===== config.mk =====
export PLATFORM = sky130hd
export DESIGN_NAME = ppc_top
export DESIGN_NICKNAME = d
export VERILOG_FILES = /design/src/ppc_pkg.sv /design/src/ppc_top.sv
export VERILOG_INCLUDE_DIRS = /design/src
export SDC_FILE = /design/constraint.sdc
export NUM_CORES = 1
export LEC_CHECK = 0
export BUFFER_PORTS_ARGS = -buffer_cell sky130_fd_sc_hd__buf_2
export CAP_MARGIN = 10
export CORE_MARGIN = 10
export CORE_UTILIZATION = 35
export CTS_CLUSTER_SIZE = 8
export DETAILED_ROUTE_END_ITERATION = 10
export HOLD_SLACK_MARGIN = 0.06
export MAX_ROUTING_LAYER = met4
export PLACE_DENSITY = 0.68
export SLEW_MARGIN = 20
export SYNTH_ARGS = -nofsm -noshare
export SYNTH_HDL_FRONTEND = slang
export SYNTH_SLANG_ARGS = --single-unit

===== constraint.sdc =====
create_clock -name ref_clk -period 2 [get_ports ref_clk]
set_input_delay 0.6 -clock ref_clk [delete_from_list [all_inputs] [get_ports ref_clk]]
set_output_delay 0.6 -clock ref_clk [all_outputs]
set_load 0.01 [all_outputs]

===== src/ppc_regs.svh =====
// register offsets, implemented-bit masks, reset values and timing for the pin config bank
// assumes a 16-bit byte address space and 8-bit register data
`ifndef PPC_REGS_SVH
`define PPC_REGS_SVH

`define PPC_ADDR_W        16
`define PPC_DATA_W        8

`define PPC_OFS_DRIVE6    16'hff2a
`define PPC_OFS_ANALOG2   16'hff2e
`define PPC_OFS_ANALOG7   16'hff2f
`define PPC_OFS_PULLUP0   16'hff30
`define PPC_OFS_PULLUP3   16'hff33
`define PPC_OFS_PULLUP6   16'hff36
`define PPC_OFS_INBUF6    16'hff3a

`define PPC_MASK_DRIVE6   8'h03
`define PPC_MASK_ANALOG2  8'hff
`define PPC_MASK_ANALOG7  8'h01
`define PPC_MASK_PULLUP0  8'h07
`define PPC_MASK_PULLUP3  8'hff
`define PPC_MASK_PULLUP6  8'h03
`define PPC_MASK_INBUF6   8'h03

`define PPC_RESET_VAL     8'h00
`define PPC_WAIT_CYCLES   1

`define PPC_NUM_PULLUP    13

`endif


===== src/ppc_pkg.sv =====
// types shared by the pin config bank
// assumes ppc_regs.svh supplies the numeric constants
package ppc_pkg;

  typedef enum logic [2:0] {
    PPC_SEL_NONE    = 3'b000,
    PPC_SEL_DRIVE6  = 3'b001,
    PPC_SEL_ANALOG2 = 3'b010,
    PPC_SEL_ANALOG7 = 3'b011,
    PPC_SEL_PULLUP0 = 3'b100,
    PPC_SEL_PULLUP3 = 3'b101,
    PPC_SEL_PULLUP6 = 3'b110,
    PPC_SEL_INBUF6  = 3'b111
  } ppc_sel_t;

  typedef logic [7:0] ppc_byte_t;

endpackage


===== src/ppc_top.sv =====
// pin configuration register bank: pull-ups, port 6 buffer/driver mode, analog select
// assumes a single-cycle strobe master on ref_clk; pin direction inputs are synchronous
`timescale 1ns/1ps
`default_nettype none
`include "ppc_regs.svh"

module ppc_top (
  input  wire logic        ref_clk,
  input  wire logic        nrst,
  input  wire logic [15:0] bus_addr,
  input  wire logic [7:0]  bus_wdata,
  input  wire logic [7:0]  bus_wmask,
  input  wire logic        bus_wr,
  input  wire logic        bus_rd,
  output logic      [7:0]  bus_rdata,
  output logic             cpu_wait,
  input  wire logic [2:0]  port0_is_input,
  input  wire logic [2:0]  port0_alt_out,
  input  wire logic [7:0]  port3_is_input,
  input  wire logic [7:0]  port3_alt_out,
  input  wire logic [1:0]  port6_is_input,
  input  wire logic [1:0]  port6_alt_out,
  output logic      [2:0]  port0_pullup_en,
  output logic      [7:0]  port3_pullup_en,
  output logic      [1:0]  port6_pullup_en,
  output logic      [1:0]  port6_smbus_buf,
  output logic      [1:0]  port6_open_drain,
  output logic      [7:0]  port2_digital,
  output logic             port7_pin0_digital,
  input  wire logic        osc_mode_active,
  input  wire logic [1:0]  osc_latch_raw,
  output logic      [1:0]  osc_latch_read
);

  // reset release through two flops
  // the whole bank leaves reset on one clock edge, never mid-cycle
  logic rst_meta_q;
  logic rst_n_q;

  always_ff @(posedge ref_clk or negedge nrst) begin
    if (!nrst) begin
      rst_meta_q <= 1'b0;
      rst_n_q    <= 1'b0;
    end else begin
      rst_meta_q <= 1'b1;
      rst_n_q    <= rst_meta_q;
    end
  end

  // address decode, used by both the write and the read path
  function automatic ppc_pkg::ppc_sel_t ppc_decode(input logic [15:0] addr);
    ppc_pkg::ppc_sel_t sel;
    begin
      case (addr)
        `PPC_OFS_DRIVE6:  sel = ppc_pkg::PPC_SEL_DRIVE6;
        `PPC_OFS_ANALOG2: sel = ppc_pkg::PPC_SEL_ANALOG2;
        `PPC_OFS_ANALOG7: sel = ppc_pkg::PPC_SEL_ANALOG7;
        `PPC_OFS_PULLUP0: sel = ppc_pkg::PPC_SEL_PULLUP0;
        `PPC_OFS_PULLUP3: sel = ppc_pkg::PPC_SEL_PULLUP3;
        `PPC_OFS_PULLUP6: sel = ppc_pkg::PPC_SEL_PULLUP6;
        `PPC_OFS_INBUF6:  sel = ppc_pkg::PPC_SEL_INBUF6;
        default:          sel = ppc_pkg::PPC_SEL_NONE;
      endcase
      ppc_decode = sel;
    end
  endfunction

  // masked merge: only lanes in the write mask change, only implemented bits kept
  // a single-bit write is a one-hot mask, a byte write is all ones
  function automatic ppc_pkg::ppc_byte_t ppc_merge(input ppc_pkg::ppc_byte_t cur,
                                                   input ppc_pkg::ppc_byte_t wdata,
                                                   input ppc_pkg::ppc_byte_t wmask,
                                                   input ppc_pkg::ppc_byte_t impl);
    begin
      ppc_merge = ((cur & ~wmask) | (wdata & wmask)) & impl;
    end
  endfunction

  ppc_pkg::ppc_sel_t wr_sel;
  ppc_pkg::ppc_sel_t rd_sel;

  // one decode serves both strobes; the master never raises both at once
  assign wr_sel = ppc_decode(bus_addr);
  assign rd_sel = ppc_decode(bus_addr);

  // configuration registers
  // widest variant: eight port 2 pins and the port 7 pin are present
  ppc_pkg::ppc_byte_t drive6_q;
  ppc_pkg::ppc_byte_t drive6_d;

  ppc_pkg::ppc_byte_t analog2_q;
  ppc_pkg::ppc_byte_t analog2_d;

  ppc_pkg::ppc_byte_t analog7_q;
  ppc_pkg::ppc_byte_t analog7_d;

  ppc_pkg::ppc_byte_t pullup0_q;
  ppc_pkg::ppc_byte_t pullup0_d;

  ppc_pkg::ppc_byte_t pullup3_q;
  ppc_pkg::ppc_byte_t pullup3_d;

  ppc_pkg::ppc_byte_t pullup6_q;
  ppc_pkg::ppc_byte_t pullup6_d;

  ppc_pkg::ppc_byte_t inbuf6_q;
  ppc_pkg::ppc_byte_t inbuf6_d;

  always_comb begin
    drive6_d  = drive6_q;
    analog2_d = analog2_q;
    analog7_d = analog7_q;
    pullup0_d = pullup0_q;
    pullup3_d = pullup3_q;
    pullup6_d = pullup6_q;
    inbuf6_d  = inbuf6_q;
    if (bus_wr) begin
      // the mask carries either one bit or the whole byte
      case (wr_sel)
        ppc_pkg::PPC_SEL_DRIVE6: begin
          drive6_d = ppc_merge(drive6_q, bus_wdata, bus_wmask, `PPC_MASK_DRIVE6);
        end
        ppc_pkg::PPC_SEL_ANALOG2: begin
          analog2_d = ppc_merge(analog2_q, bus_wdata, bus_wmask, `PPC_MASK_ANALOG2);
        end
        ppc_pkg::PPC_SEL_ANALOG7: begin
          analog7_d = ppc_merge(analog7_q, bus_wdata, bus_wmask, `PPC_MASK_ANALOG7);
        end
        ppc_pkg::PPC_SEL_PULLUP0: begin
          pullup0_d = ppc_merge(pullup0_q, bus_wdata, bus_wmask, `PPC_MASK_PULLUP0);
        end
        ppc_pkg::PPC_SEL_PULLUP3: begin
          pullup3_d = ppc_merge(pullup3_q, bus_wdata, bus_wmask, `PPC_MASK_PULLUP3);
        end
        ppc_pkg::PPC_SEL_PULLUP6: begin
          pullup6_d = ppc_merge(pullup6_q, bus_wdata, bus_wmask, `PPC_MASK_PULLUP6);
        end
        ppc_pkg::PPC_SEL_INBUF6: begin
          inbuf6_d = ppc_merge(inbuf6_q, bus_wdata, bus_wmask, `PPC_MASK_INBUF6);
        end
        default: begin
        end
      endcase
    end
  end

  // every select clears together, so all pins start analog with no pull-up
  always_ff @(posedge ref_clk or negedge rst_n_q) begin
    if (!rst_n_q) begin
      pullup0_q <= `PPC_RESET_VAL;
      pullup3_q <= `PPC_RESET_VAL;
      pullup6_q <= `PPC_RESET_VAL;
      drive6_q  <= `PPC_RESET_VAL;
      inbuf6_q  <= `PPC_RESET_VAL;
      analog2_q <= `PPC_RESET_VAL;
      analog7_q <= `PPC_RESET_VAL;
    end else begin
      pullup0_q <= pullup0_d;
      pullup3_q <= pullup3_d;
      pullup6_q <= pullup6_d;
      drive6_q  <= drive6_d;
      inbuf6_q  <= inbuf6_d;
      analog2_q <= analog2_d;
      analog7_q <= analog7_d;
    end
  end

  // read path: data stand only in the cycle after the strobe
  // idle cycles and unmapped offsets read back zero
  ppc_pkg::ppc_byte_t rdata_q;
  ppc_pkg::ppc_byte_t rdata_d;

  always_comb begin
    rdata_d = 8'h00;
    if (bus_rd) begin
      case (rd_sel)
        ppc_pkg::PPC_SEL_DRIVE6:  rdata_d = drive6_q;
        ppc_pkg::PPC_SEL_ANALOG2: rdata_d = analog2_q;
        ppc_pkg::PPC_SEL_ANALOG7: rdata_d = analog7_q;
        ppc_pkg::PPC_SEL_PULLUP0: rdata_d = pullup0_q;
        ppc_pkg::PPC_SEL_PULLUP3: rdata_d = pullup3_q;
        ppc_pkg::PPC_SEL_PULLUP6: rdata_d = pullup6_q;
        ppc_pkg::PPC_SEL_INBUF6:  rdata_d = inbuf6_q;
        default:                  rdata_d = 8'h00;
      endcase
    end
  end

  always_ff @(posedge ref_clk or negedge rst_n_q) begin
    if (!rst_n_q) begin
      rdata_q <= 8'h00;
    end else begin
      rdata_q <= rdata_d;
    end
  end

  // wait request after an analog select write
  // the flag only tells the cpu; this bank never holds back a transfer
  logic wait_q;
  logic wait_d;

  always_comb begin
    wait_d = 1'b0;
    // port 7 select writes take the same wait cycle as port 2
    if (bus_wr && (wr_sel == ppc_pkg::PPC_SEL_ANALOG2 ||
                   wr_sel == ppc_pkg::PPC_SEL_ANALOG7)) begin
      wait_d = 1'b1;
    end
  end

  always_ff @(posedge ref_clk or negedge rst_n_q) begin
    if (!rst_n_q) begin
      wait_q <= 1'b0;
    end else begin
      wait_q <= wait_d;
    end
  end

  // pull-up gating per pin
  logic [`PPC_NUM_PULLUP-1:0] pu_sel;
  logic [`PPC_NUM_PULLUP-1:0] pu_in;
  logic [`PPC_NUM_PULLUP-1:0] pu_alt;
  logic [`PPC_NUM_PULLUP-1:0] pu_en_d;
  logic [`PPC_NUM_PULLUP-1:0] pu_en_q;

  // vector order: port 0 in the low bits, then port 3, then port 6
  assign pu_sel = {pullup6_q[1:0], pullup3_q[7:0], pullup0_q[2:0]};
  assign pu_in  = {port6_is_input, port3_is_input, port0_is_input};
  assign pu_alt = {port6_alt_out, port3_alt_out, port0_alt_out};

  // one gate per pin keeps each resistor independent
  genvar gi;
  generate
    for (gi = 0; gi < `PPC_NUM_PULLUP; gi = gi + 1) begin : g_pullup
      // bit 1 connects, and only on a plain input pin
      assign pu_en_d[gi] = pu_sel[gi] & pu_in[gi] & ~pu_alt[gi];
    end
  endgenerate

  always_ff @(posedge ref_clk or negedge rst_n_q) begin
    if (!rst_n_q) begin
      pu_en_q <= '0;
    end else begin
      pu_en_q <= pu_en_d;
    end
  end

  // oscillator pin latch read-back
  // the raw latch is masked while the pins carry the main oscillator
  logic [1:0] osc_rd_q;
  logic [1:0] osc_rd_d;

  always_comb begin
    osc_rd_d = osc_mode_active ? 2'b00 : osc_latch_raw;
  end

  always_ff @(posedge ref_clk or negedge rst_n_q) begin
    if (!rst_n_q) begin
      osc_rd_q <= 2'b00;
    end else begin
      osc_rd_q <= osc_rd_d;
    end
  end

  // every output is a register copy; no decode logic reaches a pin
  assign bus_rdata          = rdata_q;
  assign cpu_wait           = wait_q;
  assign port0_pullup_en    = pu_en_q[2:0];
  assign port3_pullup_en    = pu_en_q[10:3];
  assign port6_pullup_en    = pu_en_q[12:11];
  assign port6_smbus_buf    = inbuf6_q[1:0];
  assign port6_open_drain   = drive6_q[1:0];
  assign port2_digital      = analog2_q;
  assign port7_pin0_digital = analog7_q[0];
  assign osc_latch_read     = osc_rd_q;

endmodule

`default_nettype wire


* Yosys cells after proc, flatten, opt, wreduce, memory -nomap -nowiden
Index checks and enable logic that the tools add are counted.
** Word-level totals
- Register bits after elaboration :: 52
- Bits of input ports :: 65
- Logic and storage cells :: 96
** Cells by class
- Eq/ne operators :: 14
- Multiplexer cells :: 5
- Bitwise operators :: 55
- Reductions and logical operators :: 9
** Operators by type and width (number)
- $eq A16 B16 Y1 const B :: 7
- $pmux W8 S7 :: 1
- $and A1 B1 Y1 :: 27
- $and A8 B8 Y8 :: 3
- $pmux W3 S7 :: 1
- $or A8 B8 Y8 :: 2
- $reduce_and A2 Y1 :: 7
- $not A1 Y1 :: 13
- $eq A3 B3 Y1 const B :: 4
- $mux W8 :: 1
- $not A8 Y8 :: 1
- $and A2 B2 Y2 :: 3
- $eq A3 B2 Y1 const B :: 2
- $or A2 B2 Y2 :: 3
- $and A3 B3 Y3 :: 1
- $eq A3 B1 Y1 const B :: 1
- $or A3 B3 Y3 :: 1
- $mux W2 :: 1
- $logic_and A1 B1 Y1 :: 1
- $logic_or A1 B1 Y1 :: 1
- $mux W1 :: 1
- $or A1 B1 Y1 :: 1

* Depth between registers and ports, before layout
- Depth in word-level cells :: 6
- Depth in mapped cells :: 6
- Mapped depth without buffers :: 4

* Least setup slack after synthesis
No wires, ideal clock.
- Kind :: input-to-reg
- Start :: input bus_addr[7]
- End :: register with a tool-made name
- Setup time :: 0.125 ns
- Data arrival time :: 2.020 ns
- Required time :: 1.875 ns
- Path slack :: -0.145 ns
- Cell stages on the path :: 6
- Cells stage by stage :: or3b_1 -> buf_6 -> nor3_4 -> buf_6 -> nand4_2 -> mux2_4
** RTL lines
- start, declared :: RTL line ppc_top.sv:10 : input wire logic [15:0] bus_addr,

==> metrics.md <==
| Metric | Value |
|---|---|
| Status | finished clean |
| Main synth FF type | dfrtp_1 |
| Row cnt | 30 |
| PD cells | 586.7 mW/mm² |
| Mean number of vias per cell | 5.141 |
| Final cell count without fillers | ~400 |
| R2R setup slack | 860 ps |
| Vias | 2072 |
| Slew @ Worst Pin | 661.7 ps |
| CTS root buf | clkbuf_8 |
| Number of nets in the layout | ~390 |
| Min-delay worst type | reg -> async |
| Post-DP HPWL | 5317 µm |
| Initial antenna violation count | 0 |
| Post-synth EDFFs | 0 |
| Power Internal | 1.511 mW |
| Min Tclk post-route | 1876 ps |
| CTS tree | built |
| Leak Pwr | 1.712 nW |
| Crit path DAT | a little over 2000 ps |
| DRT iter0 DRCs | 68 |
| Vias in the first global route | ~2100 |
| Dpl ws | -283.8 ps |
| Max incr delay on CP | 540 ps |
| Synth top area share | 54.31% |
| Total power | roughly 1.9 mW |
| H-tree levels | 2 |
| Initial Util | a little over a third |
| CP Data Required Time | 2190 ps |
| Switching part of the total power | 22.42% |
| CP Launch Type | input pin |
| Clock Path Buffers | 2 |
| Die height | 102.7 µm |
| Routing usage on met2 | between 20% and 30% |
| Commonest non-fill, non-tap cell in the layout | buf_2 |
| Synth Cell Area | roughly 0.0024 mm² |
| Setup_tns | 0 ps |
| Net switching power | between 400 and 500 µW |
| Clock share of power | 36.8% |
| Largest cells by area after synthesis | dfrtp_1 54%, mux2_1 11%, nand4_1 4.2%, nor2_1 3.0%, a32oi_1 2.2% |
| DRC | 0 |
| Synth Net Count | 264 |
| Max Clock Freq | 533.1 MHz |
| Max-Cap Viols | 0 |
| Die X | 102.7 µm |
| Slew Limit Headroom | 55.82% |
| # IOs | between 100 and 150 |
| Post-CTS setup buffer count | 0 |
| Final period util | 93.79% |
| Routability congestion estimate | 0.8164 |
| GR peak layer | met2 |
| Clk pin slew, worst setup/hold paths | roughly 90 ps |
| Synthesis Warnings | 0 |
| Seq pwr share | 54.7% |
| Clock Skews | 7.349 ps |
| Worst path buffer plus inverter count | 2 |
| CTS Sinks | 52 |
| Critical path class | in -> reg |
| Largest net degree at the start of global routing | 27 |
| Slew Limit Fails | 0 |
| Crit-path max FO | 13 |
| Ant diodes | 0 |
| 1st-pass router iterations | 4 |
| Synth Instances | 199 |
| Met1 GRT Util | 15.97% |
| GRT met3 Usage | 2.346% |
| CP top delay family | simple AND/OR/NAND/NOR gates |
| Async set-reset flop share out of synthesis | 100.0% |
| Area growth syn-to-layout | 38.54% |
| Grt ovf | 0 |
| Logic pwr share | 8.5% |
| Synth area leader | dfrtp_1 |
| Hold WS | 275.5 ps |
| Setup Viol. Count Final | 0 |
| Tot GR Track Use | about 13% |
| Critical Path End Type | flop |
| Inst Count DP | 394 |
| Max IR drop VDD | 0.2614 mV |
| Hold Vio Cnt, Final | 0 |
| CP Cell Sequence | buf_2 -> or4b_4 -> nor4_4 -> buf_12 -> nand3_1 -> mux2_1 |
| Avg WL per Cell | ~17 µm |
| Sequential fraction of the synthesis area | between 50% and 60% |
| Die area | 0.01056 mm² |
| Area of the core | between 0.006 and 0.007 mm² |
| Synthesis-stage register bit count | 52 |
| Clock latency on the worst-skew pair | 310 ps |
| RSZ-0062 raised after global routing | false |
| Most frequent cells in the layout | 101 x buf_2, 51 x dfrtp_1, 24 x mux2_1, 19 x nor2_1, 19 x buf_4 |
| First-pass GRT wire length | 10500 µm |
| Final ANT Viol Nets | 0 |
| Total Wirelength | 6686 µm |
| Distinct cells, synth | 34 |
| Layout fillers | about 630 |
| Syn avg cell area | 12.04 µm² |
| CTS buffer count | 5 |
| Worst Setup Slack, final | 124.1 ps |
| CP max stage cell | or4b_4 |
| I/O Buffers | between 100 and 150 |
| Share of layout cells above drive strength 1 | 45.20% |
[path summary, 6_finish.rpt]
check                                startpoint                endpoint  cells after the start
max in group asynchronous     rst_n_q$_DFF_PN0_               async pin                      1
setup / recovery                    bus_addr[2]                    flop                      6
hold reg to reg               rst_n_q$_DFF_PN0_    pu_en_q[7]$_DFF_PN0_                      0
min in group ref_clk       rst_meta_q$_DFF_PN0_       rst_n_q$_DFF_PN0_                      0
hold / removal                rst_n_q$_DFF_PN0_    pu_en_q[7]$_DFF_PN0_                      0
setup reg to reg                           flop  bus_rdata[0]$_DFF_PN0_                      3
[worst reg2reg max path: stages (launching register included)]
cell and delay [ps]:
dfrtp_1 410, mux2_2 280, a22oi_1 210, a21oi_1 100
[metrics by stage]
step / utilization (%) / area (µm²)
global route: 49.40 / 3319
floorplan: - / 2415
CTS: 49.37 / 3317
finish: 49.40 / 3319
detailed placement: 47.62 / 3199
global placement: 47.62 / 3199
[Yosys cell counts (2+ instances only)]
master,instances
clkbuf_1,3
nand4_1,16
mux2_2,3
nand4b_1,4
dfrtp_1,52
buf_2,3
mux2_4,2
mux2_1,24
a22o_1,2
nand2b_1,3
nand2_1,13
nand3b_1,3
nor2_1,19
nand4_2,2
a21oi_1,4
or4bb_1,2
a32oi_1,6
nor4_1,6
nor2b_1,4
a22oi_1,4
nand3_1,9
buf_6,3
[cell type report]
cell class                 instances  area (µm²)  share of cell area, %
multi-input combinational        137        1051                  31.66
clock buffer                       6       72.57                  2.186
clock inverter                     2       35.03                  1.055
sequential                        52        1303                  39.24
timing repair buffer             126       758.2                  22.84
tap                               80       100.1                  3.015
[metal layers]
layer,vias to the layer above,wire [µm]
met4,0,87
met5,-,0
met1,1006,2906
met3,7,361
met2,64,3331
li1,995,-
[power groups by stage]
stage / sequential (mW) / combinational [mW] / clock (mW)
2_1_floorplan: 1.09 / 0.0433 / 0
3_3_place_gp: 1.09 / 0.160 / 0
3_5_place_dp: 1.09 / 0.164 / 0
4_1_cts: 1.07 / 0.166 / 0.731
5_1_grt: 1.07 / 0.182 / 0.772
6_report: 1.07 / 0.166 / 0.716
[repair_timing]
action	4_1_cts	5_1_grt
hold buffers	1	0
setup endpoints to repair	0	1
endpoints found under the hold margin	2	0
resized for setup	0	1
[kinds of logic (layout without fill, tap and decap cells)]
family | count (synthesis) | in the layout | share of synthesized area, %
other cells | 1 | 1 | 0.1565
buf+inv | 10 | 134 | 2.663
flops | 52 | 52 | 54.31
compound gates | 18 | 18 | 6.006
mux | 29 | 29 | 13.94
simple gates | 89 | 89 | 22.92
Note: power is estimated with default switching activity, not from simulation.
